--- config.mk ---
export PLATFORM = sky130hd
export DESIGN_NAME = mdf_dispatch
export DESIGN_NICKNAME = d
export VERILOG_FILES = /design/src/verilog/mdf_pkg.sv /design/src/verilog/mdf_mode_lookup.sv /design/src/verilog/mdf_dispatch.sv
export SDC_FILE = /design/constraint.sdc
export NUM_CORES = 1
export LEC_CHECK = 0
export BUFFER_PORTS_ARGS = -buffer_cell sky130_fd_sc_hd__buf_2
export CAP_MARGIN = 20
export CORE_ASPECT_RATIO = 2
export CORE_MARGIN = 5
export CORE_UTILIZATION = 35
export DETAILED_ROUTE_END_ITERATION = 6
export HOLD_SLACK_MARGIN = 0.05
export PLACE_DENSITY = 0.61
export SETUP_SLACK_MARGIN = 0.02
export SYNTH_ARGS = -nofsm -noshare
export SYNTH_HDL_FRONTEND = slang
export SYNTH_HIERARCHICAL = 1
export SYNTH_SLANG_ARGS = --single-unit
--- constraint.sdc ---
create_clock -name clk -period 6.5 [get_ports clk]
set_clock_uncertainty 0.1 [all_clocks]
set_input_delay 0.65 -clock clk [delete_from_list [all_inputs] [get_ports clk]]
set_output_delay 0.65 -clock clk [all_outputs]
set_load 0.01 [all_outputs]
--- src/verilog/mdf_pkg.sv ---
// constants, codes and types of the microprogram dispatch forks
// assumes a single processor clock shared with sequencer and fetch unit
package mdf_pkg;

	////////////////////////////////////////////////////////////////////
	// widths
	localparam int WORD_W  = 16; // instruction word width
	localparam int STATE_W = 5;  // width of a dispatch target code
	localparam int MODE_W  = 3;  // width of an addressing mode field

	////////////////////////////////////////////////////////////////////
	// instruction word field positions
	localparam int SRC_MODE_LSB = 9; // third octal digit from the top
	localparam int DST_MODE_LSB = 3; // fifth octal digit from the top
	localparam int BYTE_BIT     = 15; // byte flag of word/byte pairs

	////////////////////////////////////////////////////////////////////
	// reset values
	localparam logic [15:0] WORD_RST = 16'h0000;

	////////////////////////////////////////////////////////////////////
	// dispatch target codes (machine state entered from a fork)
	typedef logic [4:0] mdf_target_t;
	localparam mdf_target_t T_NONE          = 5'h00;
	localparam mdf_target_t T_FETCH_START   = 5'h01;
	localparam mdf_target_t T_FETCH_SECOND  = 5'h02;
	localparam mdf_target_t T_BRANCH_TAKE   = 5'h03;
	localparam mdf_target_t T_DIVIDE_SETUP  = 5'h04;
	localparam mdf_target_t T_TRAP_ENTRY    = 5'h05;
	localparam mdf_target_t T_SUB_CALL      = 5'h06;
	localparam mdf_target_t T_MOVE_FROM_REG = 5'h07;
	localparam mdf_target_t T_MOVE_FROM_EX  = 5'h08;
	localparam mdf_target_t T_DIVIDE_EXEC   = 5'h09;
	localparam mdf_target_t T_JUMP_EXEC     = 5'h0A;
	localparam mdf_target_t T_EXEC_COMMON   = 5'h0B;
	localparam mdf_target_t T_TEST_EXEC     = 5'h0C;
	localparam mdf_target_t T_SRC_M13       = 5'h0D;
	localparam mdf_target_t T_SRC_M45       = 5'h0E;
	localparam mdf_target_t T_SRC_M67       = 5'h0F;
	localparam mdf_target_t T_DST_REG       = 5'h10;
	localparam mdf_target_t T_DST_M12       = 5'h11;
	localparam mdf_target_t T_DST_M30       = 5'h12;
	localparam mdf_target_t T_DST_M45       = 5'h13;
	localparam mdf_target_t T_DST_M67       = 5'h14;
	localparam mdf_target_t T_STO_REG       = 5'h15;
	localparam mdf_target_t T_STO_M12       = 5'h16;
	localparam mdf_target_t T_STO_M30       = 5'h17;
	localparam mdf_target_t T_STO_M45       = 5'h18;
	localparam mdf_target_t T_STO_M67       = 5'h19;
	localparam mdf_target_t T_OTHER_SEQ     = 5'h1A;

	////////////////////////////////////////////////////////////////////
	// per-mode lookup tables, entry for mode m at bits [5*m +: 5]
	localparam logic [39:0] SRC_TABLE = {T_SRC_M67, T_SRC_M67, T_SRC_M45,
		T_SRC_M45, T_SRC_M13, T_SRC_M13, T_SRC_M13, T_NONE};
	localparam logic [39:0] DST_TABLE = {T_DST_M67, T_DST_M67, T_DST_M45,
		T_DST_M45, T_DST_M30, T_DST_M12, T_DST_M12, T_DST_REG};
	localparam logic [39:0] STO_TABLE = {T_STO_M67, T_STO_M67, T_STO_M45,
		T_STO_M45, T_STO_M30, T_STO_M12, T_STO_M12, T_STO_REG};

	////////////////////////////////////////////////////////////////////
	// instruction identities
	typedef enum logic [3:0] {
		ID_NONE   = 4'h0, // no instruction maps to this word
		ID_DOUBLE = 4'h1, // double operand, general
		ID_CMPBIT = 4'h2, // double operand, compare or test
		ID_MOVE   = 4'h3, // double operand move, no fork b
		ID_SINGLE = 4'h4, // single operand
		ID_BRCOND = 4'h5, // conditional branch
		ID_BRUNC  = 4'h6, // unconditional branch
		ID_DIV    = 4'h7, // divide
		ID_JSR    = 4'h8, // jump to subroutine
		ID_JMP    = 4'h9, // jump
		ID_MFU    = 4'hA, // move from previous space
		ID_TRAP   = 4'hB, // software trap group
		ID_OTHER  = 4'hC  // own first state, no later forks
	} mdf_id_t;

	////////////////////////////////////////////////////////////////////
	// last bus transfer of the destination fetch
	typedef enum logic [1:0] {
		CYC_NONE       = 2'h0,
		CYC_READ       = 2'h1, // read_cycle
		CYC_READ_PAUSE = 2'h2, // read_pause_cycle
		CYC_WRITE      = 2'h3  // write_cycle
	} mdf_cycle_t;

	////////////////////////////////////////////////////////////////////
	// decoder phase, one-hot
	typedef enum logic [1:0] {
		PH_WAIT   = 2'b01, // waiting for a fetched word
		PH_DECODE = 2'b10  // instruction_decode_state, fork a enabled
	} mdf_phase_t;

endpackage

--- src/verilog/mdf_mode_lookup.sv ---
// one per-mode lookup: an addressing mode picks a dispatch target
// assumes the table is packed eight entries of STATE_W bits, mode 0 low
module mdf_mode_lookup #(
	parameter int          STATE_W = 5,
	parameter logic [39:0] TABLE   = 40'h0
) (
	input  wire logic [2:0]         mode,
	output      logic [STATE_W-1:0] target
);

	////////////////////////////////////////////////////////////////////
	// indexed part-select of the packed table
	always_comb begin
		target = TABLE[STATE_W*mode +: STATE_W];
	end

endmodule

--- src/verilog/mdf_dispatch.sv ---
// instruction dispatch forks a, b and c of the microprogram sequencer
// assumes fetch, sequencer and condition inputs share clk; no pins
// How it works
// - each 16-bit word maps to one identity
// - fetched word lands in both holding registers
// - every instruction dispatches through fork a
// - forks b and c answer only users
// - classes end destination fetch with their cycle
// - fetch return picks start or second state
// - branch taken when condition met, else fetch
// - double operand: source mode lookup
// - single or register source: destination lookup
// - fork c: destination mode lookup
// - divide register mode goes to setup
// - subroutine call register mode traps
// - move-from register mode uses own state
// - fork a enabled in decode state
// - source mode is third octal digit
module mdf_dispatch (
	input  wire logic        clk,
	input  wire logic        rstn,
	input  wire logic        fetch_load,
	input  wire logic [15:0] fetch_word,
	input  wire logic        async_request,
	input  wire logic        branch_condition_met,
	input  wire logic        fork_b_req,
	input  wire logic        fork_c_req,
	output      logic [15:0] instruction_register,
	output      logic [15:0] buffer_register,
	output      logic [3:0]  instr_id,
	output      logic [1:0]  dest_fetch_cycle,
	output      logic        fork_a_valid,
	output      logic [4:0]  fork_a_target,
	output      logic        fork_b_valid,
	output      logic [4:0]  fork_b_target,
	output      logic        fork_c_valid,
	output      logic [4:0]  fork_c_target,
	output      logic        fork_unused
);

	////////////////////////////////////////////////////////////////////
	// state
	mdf_pkg::mdf_phase_t phase_q, phase_d;     // decoder phase
	logic [15:0]         ir_q, ir_d;           // instruction_register
	logic [15:0]         br_q, br_d;           // buffer_register
	mdf_pkg::mdf_id_t    id_q, id_d;           // registered identity
	mdf_pkg::mdf_cycle_t cyc_q, cyc_d;         // destination fetch end
	logic                fa_v_q, fa_v_d;       // fork a answer strobe
	logic [4:0]          fa_t_q, fa_t_d;       // fork a target
	logic                fb_v_q, fb_v_d;       // fork b answer strobe
	logic [4:0]          fb_t_q, fb_t_d;       // fork b target
	logic                fc_v_q, fc_v_d;       // fork c answer strobe
	logic [4:0]          fc_t_q, fc_t_d;       // fork c target
	logic                nu_q, nu_d;           // fork asked but unused

	// combinational decode of the held word
	mdf_pkg::mdf_id_t    id_c;                 // identity of ir_q
	mdf_pkg::mdf_cycle_t cyc_c;                // class of ir_q
	logic [2:0]          src_mode;             // source mode field
	logic [2:0]          dst_mode;             // destination mode field
	logic                dest_mode_zero;       // register destination
	logic [4:0]          src_tgt;              // source lookup result
	logic [4:0]          dst_tgt;              // destination lookup
	logic [4:0]          sto_tgt;              // store lookup result
	logic [4:0]          fetch_tgt;            // fetch return target
	logic                uses_b;               // fork b in use
	logic                uses_c;               // fork c in use

	////////////////////////////////////////////////////////////////////
	// mode fields
	// third octal digit
	assign src_mode = ir_q[mdf_pkg::SRC_MODE_LSB +: mdf_pkg::MODE_W];
	assign dst_mode = ir_q[mdf_pkg::DST_MODE_LSB +: mdf_pkg::MODE_W];
	assign dest_mode_zero = (dst_mode == 3'h0);

	mdf_mode_lookup #(
		.STATE_W (mdf_pkg::STATE_W),
		.TABLE   (mdf_pkg::SRC_TABLE)
	) u_src (
		.mode   (src_mode),
		.target (src_tgt)
	);

	mdf_mode_lookup #(
		.STATE_W (mdf_pkg::STATE_W),
		.TABLE   (mdf_pkg::DST_TABLE)
	) u_dst (
		.mode   (dst_mode),
		.target (dst_tgt)
	);

	mdf_mode_lookup #(
		.STATE_W (mdf_pkg::STATE_W),
		.TABLE   (mdf_pkg::STO_TABLE)
	) u_sto (
		.mode   (dst_mode),
		.target (sto_tgt)
	);

	////////////////////////////////////////////////////////////////////
	// identity and class of the held word
	// word to identity
	always_comb begin
		id_c  = mdf_pkg::ID_NONE;
		cyc_c = mdf_pkg::CYC_NONE;
		casez (ir_q[15:6])
			// double operand groups 1..6 and byte forms
			10'b?001??????: begin
				id_c  = mdf_pkg::ID_MOVE;
				cyc_c = ir_q[mdf_pkg::BYTE_BIT] ? mdf_pkg::CYC_READ_PAUSE
					: mdf_pkg::CYC_WRITE;
			end
			10'b?010??????, 10'b?011??????: begin
				id_c  = mdf_pkg::ID_CMPBIT;
				cyc_c = mdf_pkg::CYC_READ;
			end
			10'b?100??????, 10'b?101??????, 10'b?110??????: begin
				id_c  = mdf_pkg::ID_DOUBLE;
				cyc_c = mdf_pkg::CYC_READ_PAUSE;
			end
			// extended group
			10'b0111001???: begin
				id_c  = mdf_pkg::ID_DIV;
				cyc_c = mdf_pkg::CYC_READ;
			end
			10'b0111111???: id_c = mdf_pkg::ID_OTHER;
			10'b0111000???, 10'b011101????, 10'b0111100???: begin
				id_c  = mdf_pkg::ID_SINGLE;
				cyc_c = mdf_pkg::CYC_READ;
			end
			// jumps
			10'b0000000001: id_c = mdf_pkg::ID_JMP;
			10'b0000100???: id_c = mdf_pkg::ID_JSR;
			// move from previous space, word and byte forms
			10'b?000110101: begin
				id_c  = mdf_pkg::ID_MFU;
				cyc_c = mdf_pkg::CYC_READ;
			end
			10'b0000110100, 10'b0000110110: id_c = mdf_pkg::ID_OTHER;
			// software traps with operand field, ahead of the
			// single operand group whose pattern overlaps them
			10'b1000100???: id_c = mdf_pkg::ID_TRAP;
			// single operand
			10'b0000000011, 10'b?00010????, 10'b?000110???: begin
				id_c  = mdf_pkg::ID_SINGLE;
				cyc_c = mdf_pkg::CYC_READ_PAUSE;
			end
			// branches, upper group stops below the trap words
			10'b00000001??: id_c = mdf_pkg::ID_BRUNC;
			10'b0000001???, 10'b000001????, 10'b10000?????:
				id_c = mdf_pkg::ID_BRCOND;
			// misc group: trap words and others
			10'b0000000000: begin
				if (ir_q[5:0] == 6'h03 || ir_q[5:0] == 6'h04) begin
					id_c = mdf_pkg::ID_TRAP;
				end else if (ir_q[5:0] <= 6'h06) begin
					id_c = mdf_pkg::ID_OTHER;
				end
			end
			10'b0000000010: id_c = mdf_pkg::ID_OTHER;
			default: id_c = mdf_pkg::ID_NONE;
		endcase
	end

	////////////////////////////////////////////////////////////////////
	// fork a target
	// fetch return choice
	assign fetch_tgt = async_request ? mdf_pkg::T_FETCH_START
		: mdf_pkg::T_FETCH_SECOND;

	// every identity gets a fork a target
	always_comb begin
		fa_t_d = mdf_pkg::T_OTHER_SEQ;
		case (id_c)
			// source mode, register source via destination
			mdf_pkg::ID_DOUBLE, mdf_pkg::ID_CMPBIT, mdf_pkg::ID_MOVE:
				fa_t_d = (src_mode == 3'h0) ? dst_tgt : src_tgt;
			mdf_pkg::ID_SINGLE: fa_t_d = dst_tgt;
			mdf_pkg::ID_BRCOND:
				fa_t_d = branch_condition_met ? mdf_pkg::T_BRANCH_TAKE
					: fetch_tgt;
			mdf_pkg::ID_BRUNC: fa_t_d = mdf_pkg::T_BRANCH_TAKE;
			mdf_pkg::ID_DIV:
				fa_t_d = dest_mode_zero ? mdf_pkg::T_DIVIDE_SETUP : dst_tgt;
			mdf_pkg::ID_JSR, mdf_pkg::ID_JMP:
				fa_t_d = dest_mode_zero ? mdf_pkg::T_TRAP_ENTRY : dst_tgt;
			mdf_pkg::ID_MFU:
				fa_t_d = dest_mode_zero ? mdf_pkg::T_MOVE_FROM_REG : dst_tgt;
			mdf_pkg::ID_TRAP: fa_t_d = mdf_pkg::T_TRAP_ENTRY;
			mdf_pkg::ID_NONE: fa_t_d = mdf_pkg::T_TRAP_ENTRY;
			default: fa_t_d = mdf_pkg::T_OTHER_SEQ;
		endcase
		// hold the answer outside the decode state
		if (phase_q != mdf_pkg::PH_DECODE) begin
			fa_t_d = fa_t_q;
		end
	end

	////////////////////////////////////////////////////////////////////
	// later fork users and targets
	// which instructions use forks b and c
	always_comb begin
		uses_b = 1'b1;
		fb_t_d = mdf_pkg::T_EXEC_COMMON;
		case (id_q)
			mdf_pkg::ID_DOUBLE, mdf_pkg::ID_SINGLE:
				fb_t_d = mdf_pkg::T_EXEC_COMMON;
			mdf_pkg::ID_CMPBIT: fb_t_d = mdf_pkg::T_TEST_EXEC;
			mdf_pkg::ID_DIV:    fb_t_d = mdf_pkg::T_DIVIDE_EXEC;
			mdf_pkg::ID_JSR:    fb_t_d = mdf_pkg::T_SUB_CALL;
			mdf_pkg::ID_JMP:    fb_t_d = mdf_pkg::T_JUMP_EXEC;
			mdf_pkg::ID_MFU:    fb_t_d = mdf_pkg::T_MOVE_FROM_EX;
			default: begin
				uses_b = 1'b0;
				fb_t_d = mdf_pkg::T_NONE;
			end
		endcase
		uses_c = (id_q == mdf_pkg::ID_DOUBLE) ||
			(id_q == mdf_pkg::ID_CMPBIT) || (id_q == mdf_pkg::ID_MOVE);
		fc_t_d = uses_c ? sto_tgt : mdf_pkg::T_NONE;
		// targets change only when a user consults its fork
		if (!(fork_b_req && uses_b)) begin
			fb_t_d = fb_t_q;
		end
		if (!(fork_c_req && uses_c)) begin
			fc_t_d = fc_t_q;
		end
	end

	////////////////////////////////////////////////////////////////////
	// next values
	always_comb begin
		phase_d = mdf_pkg::PH_WAIT;
		ir_d    = ir_q;
		br_d    = br_q;
		id_d    = id_q;
		cyc_d   = cyc_q;
		fa_v_d  = 1'b0;
		// answer only users, otherwise flag unused
		fb_v_d  = fork_b_req && uses_b;
		fc_v_d  = fork_c_req && uses_c;
		nu_d    = (fork_b_req && !uses_b) || (fork_c_req && !uses_c);
		if (fetch_load) begin
			ir_d    = fetch_word;
			br_d    = fetch_word;
			phase_d = mdf_pkg::PH_DECODE;
		end
		case (phase_q)
			mdf_pkg::PH_WAIT: begin
			end
			// fork a answers from decode state
			mdf_pkg::PH_DECODE: begin
				fa_v_d = 1'b1;
				id_d   = id_c;
				cyc_d  = cyc_c;
			end
			default: phase_d = mdf_pkg::PH_WAIT;
		endcase
	end

	////////////////////////////////////////////////////////////////////
	// registers
	always_ff @(posedge clk or negedge rstn) begin
		if (!rstn) begin
			phase_q <= mdf_pkg::PH_WAIT;
			ir_q    <= mdf_pkg::WORD_RST;
			br_q    <= mdf_pkg::WORD_RST;
			id_q    <= mdf_pkg::ID_NONE;
			cyc_q   <= mdf_pkg::CYC_NONE;
			fa_v_q  <= 1'b0;
			fa_t_q  <= mdf_pkg::T_NONE;
			fb_v_q  <= 1'b0;
			fb_t_q  <= mdf_pkg::T_NONE;
			fc_v_q  <= 1'b0;
			fc_t_q  <= mdf_pkg::T_NONE;
			nu_q    <= 1'b0;
		end else begin
			phase_q <= phase_d;
			ir_q    <= ir_d;
			br_q    <= br_d;
			id_q    <= id_d;
			cyc_q   <= cyc_d;
			fa_v_q  <= fa_v_d;
			fa_t_q  <= fa_t_d;
			fb_v_q  <= fb_v_d;
			fb_t_q  <= fb_t_d;
			fc_v_q  <= fc_v_d;
			fc_t_q  <= fc_t_d;
			nu_q    <= nu_d;
		end
	end

	////////////////////////////////////////////////////////////////////
	// outputs straight from flip-flops
	assign instruction_register = ir_q;
	assign buffer_register      = br_q;
	assign instr_id             = id_q;
	assign dest_fetch_cycle     = cyc_q;
	assign fork_a_valid         = fa_v_q;
	assign fork_a_target        = fa_t_q;
	assign fork_b_valid         = fb_v_q;
	assign fork_b_target        = fb_t_q;
	assign fork_c_valid         = fc_v_q;
	assign fork_c_target        = fc_t_q;
	assign fork_unused          = nu_q;
endmodule

**Yosys cells after proc, flatten, opt, wreduce, memory -nomap -nowiden**

Cells that the tools add are included.
Widths: inputs -> output; s select.

- Flip-flop bits (word level): 43
- Input bits: 23
- Output and inout bits: 57

- Multiply operators: 2
- $lt $le $gt $ge: 1
- Eq/ne operators: 49
- Shift-type cells: 3
- Multiplexer cells: 20
- Reduce and logical (&&, ||, !) cells: 28

Operator list:

| cell | count |
|---|---|
| $shiftx 40x7->5 const A | 3 |
| $pmux 4 s10 | 1 |
| $pmux 5 s8 | 1 |
| $eq 4x4->1 const B | 7 |
| $eq 7x6->1 const B | 4 |
| $mux 5 | 5 |
| $eq 4x3->1 const B | 6 |
| $pmux 4 s6 | 1 |
| $eq 10x2->1 const B | 2 |
| $eq 10x6->1 const B | 2 |
| $pmux 4 s5 | 1 |
| $reduce_or 3->1 | 6 |
| $eq 4x2->1 const B | 4 |
| $reduce_or 7->1 | 2 |
| $eq 6x3->1 const B | 2 |
| $mul 3x3->6 const A | 2 |
| $eq 10x1->1 const B | 1 |
| $logic_not 10->1 | 1 |
| $mux 2 | 5 |
| $reduce_or 2->1 | 5 |
| $eq 3x3->1 const B | 3 |
| $eq 9x6->1 const B | 1 |
| $eq 4x1->1 const B | 2 |
| $eq 8x1->1 const B | 1 |
| 23 further kinds | 35 |

**Logic depth before layout (Yosys ltp)**

- Depth in word-level cells: 8
- Depth in mapped cells: 9

**Cells and area by module**

The synthesis kept the hierarchy.

Modules (own cells, without submodules):

| module | instances | cells each | area each (um^2) | seq. area each (um^2) |
|---|---|---|---|---|
| mdf_dispatch | 1 | 297 | 2,600.0 | 1,052.3 |
| mdf_mode_lookup at u_dst | 1 | 11 | 66.3 | 0.0 |
| mdf_mode_lookup at u_sto | 1 | 10 | 55.1 | 0.0 |
| mdf_mode_lookup at u_src | 1 | 7 | 45.0 | 0.0 |

**Least setup slack after synthesis**

Ideal clock, no wire load.

- Kind: reg2reg
- Start point: register buffer_register[13] (netlist name)
- End point: register fa_t_q[1] (netlist: fork_a_target[1])
- Setup time: 0.126 ns
- Arrival time: 2.179 ns
- Required time: 6.274 ns
- Setup slack: 4.095 ns
- Cell stages (with the launch flop): 8
- Path buffers: 1
- Path through: dfrtp_1 -> buf_6 -> or3_4 -> o41ai_2 -> or3_4 -> o21ai_0 -> nor2b_1 -> o32a_1

RTL lines:

| what | RTL line | text |
|---|---|---|
| to (signal assigned) | mdf_dispatch.sv:271 | `fa_t_q <= mdf_pkg::T_NONE;` |
| to (signal assigned) | mdf_dispatch.sv:284 | `fa_t_q <= fa_t_d;` |
| to (decl) | mdf_dispatch.sv:49 | `logic [4:0] fa_t_q, fa_t_d;` |

==> out/qor.csv <==
metric,value,unit
gpl congestion,0.8131,
row cnt,46,
Finished Cell Area,0.003202,mm²
Hold Crit Class,input port to asynchronous set/reset pin,
final wirelength,6.709,mm
Starting DRT DRC Count,135,
"Cell Chain, Critical Path","nor4_1, a32oi_1, nor2_1, o31a_1, mux2i_4, nand3_1, a32oi_1",
most frequent cells in the layout,"78 x buf_2, 41 x nand2_1, 41 x dfrtp_1",
PnR worst setup slack,3.655,ns
"area leader, netlist",dfrtp_1,
Leakage,1.481,nW
buffer count from post-CTS setup fixing,0,
first-pass GRT wire length,10.92,mm
PortBufs,78,
vias in the first global route,2241,
DRC,0,
post-route antenna net violation count,0,
DIE AREA,0.009890,mm²
yosys synthesis warning count,6,
critical path launch point,buffer_register[9],
CTS root buf,clkbuf_16,
placed insts,456,
placed cell area,0.003013,mm²
fin util,40.90,%
initial antenna violation count,0,
status,"complete, no violations",
Die Ht,135.7,µm
clk slew on worst S/H paths,0.06,ns
power density cells,355.2,mW/mm²
Rel. slew slack,49.90,%
layout cells sized above 1,30.62,%
"non-filler cells, final",465,
Crit-path slowest cell,nor4_1,
post-CTS sizing,0,
hold_buf cts,0,
worst skew pair latency,0.29,ns
largest net degree at the start of global routing,43,
initial core utilization,35.34,%
vias per cell,5.127,
Combinational Power Share,35.4,%
Nets,394,
Synth Area per Inst,8.512,µm²
Crit path largest cell delay,0.61,ns
total number of H-tree levels,2,
family with the most delay on the worst path,simple AND/OR/NAND/NOR gates,
n_diodes,0,
Fmax achieved,351.5,MHz
Total Neg Setup Slack,0,ns
final setup vio count,0,
synthesized net count,351,
WP data required,6.60,ns
Synth top area share,37.09,%
drt pass-1 iters,6,
# clock sinks,42,
"FF+latch count, synth",42,
dpl ws,3.732,ns
sequential-to-total area share from yosys stat,38.04,%
synth unique cells,55,
ys async rst share,100.0,%
NetSw,0.0004299,W
cell mode on critical path,a32oi_1,
"commonest non-fill, non-tap cell in the layout",buf_2,
RSZ-0062 raised after global routing,no,
CTS buffer count,5,
fin crit period,2.845,ns
WP data arrival,2.95,ns
Sw Ratio,37.81,%
actual slew at the worst max-slew pin,0.7515,ns
Post-Syn Instances,325,
core area,0.007828,mm²
Pint,0.0007073,W
Post-synth EDFFs,0,
TritonCTS clock tree,built,
GRT Total Usage,13.81,%
via count,2384,
Synth area leaders,"dfrtp_1 37%, buf_4 6.5%, mux2_2 6.5%",
"Hold Vio Cnt, Final",0,
Post-Synthesis Cell Area,0.002766,mm²
CTS max path bufs,2,
per-cell routed wire length,14.43,µm
Setup crit end kind,flop,
# IOs,80,
maxcap violations,0,
Detail Placement HPWL,4.700,mm
crit-path max FO,18,
commonest register cell after synthesis,dfrtp_1,
clock share of power,25.5,%
nature of the critical path startpoint,flop,
Area Overhead vs Synth,15.74,%
Flop pwr share,39.1,%
peak supply drop,0.0001870,V
crit path kind,flop to flop,
Final Slew Violations,0,
global route overflow,0,
Buf/Inv on CP,0,
Die Span X,72.87,µm
period utilization,43.77,%
RR Startpoint,buffer_register[9],
-- layout make-up --
type / count / area (µm²)
Clock buffer: 5 / 125.1
Inverter: 16 / 60.06
Sequential cell: 42 / 1052
Clock inverter: 3 / 43.79
Timing Repair Buffer: 80 / 417.9
Fill cell: 816 / 4626
Multi-Input combinational cell: 223 / 1383
Tap cell: 96 / 120.1
-- per-layer routing --
layer	part of all wire (%)	track usage (%)	vias up
met4	1.8	4.825	0
met2	46	21.98	93
met3	7.4	3.715	11
met5	0	0	-
met1	45	17.79	1077
li1	-	-	1203
-- kinds of logic after synthesis --
kind of cell               count (synthesis)  share of synthesized area [%]
AOI/OAI and AO/OA                         76                          17.82
xor gates and xnor gates                   1                         0.3167
adders and majority gates                  3                          1.357
buffers and inverters                     60                          11.99
DFF                                       42                          38.04
muxes                                     19                          8.051
other                                      5                         0.6785
and+or+nand+nor                          119                          21.76
-- power groups by stage --
stage	clock network, W	logic [W]	registers [W]
floorplan	0	0.000283	0.000440
global placement	0	0.000404	0.000449
detailed placement	0	0.000406	0.000448
CTS	0.000298	0.000409	0.000445
global route	0.000308	0.000457	0.000463
finish	0.000290	0.000403	0.000445
-- final timing paths --
check / endpoint / slack (ns) / depth (start not counted)
setup / recovery: fork_a_target[0] / 3.66 / 7
hold / removal: buffer_register[14] / 0.18 / 1
setup reg to reg: fork_a_target[0] / 3.66 / 7
hold reg to reg: fork_c_target[2] / 0.37 / 2
max in group asynchronous: phase_q[0] / 5.57 / 2
min in group clk: fork_c_target[2] / 0.37 / 2
-- metrics by stage --
stage | hold WS, ns | total power, W
6_report | 0.1837 | 0.001137
4_1_cts | 0.3736 | 0.001152
2_1_floorplan | 0.2544 | 0.0007230
3_5_place_dp | 0.3581 | 0.0008542
5_1_grt | 0.2105 | 0.001228
3_3_place_gp | 0.3550 | 0.0008528
-- cells in the mapped netlist (all sizes together), types with 4 or more instances --
cell    instances
mux2           16
nor3b           6
buf            28
nor2           27
o21ai          23
nor3           10
and4b           4
a211oi          6
nand2          41
conb            5
clkbuf         16
o211ai          5
a21oi          17
nand3           9
or3             4
nor2b           5
dfrtp          41
inv            16
-- sequential cells by signal (all words and copies together), names as in the netlist --
name / cells
buffer_register: 16
fork_b_target: 4
instr_id: 4
fork_unused: 1
fork_a_valid: 1
phase_q: 2
fork_c_valid: 1
fork_b_valid: 1
fork_a_target: 5
dest_fetch_cycle: 2
fork_c_target: 5
-- worst register-to-register path, stage by stage, from the launching register on --
cell and delay (ns):
dfrtp_1 0.57, nor4_1 0.61, a32oi_1 0.18, nor2_1 0.19, o31a_1 0.45, mux2i_4 0.34, nand3_1 0.10, a32oi_1 0.21
Note: power is estimated with default switching activity, not from simulation.
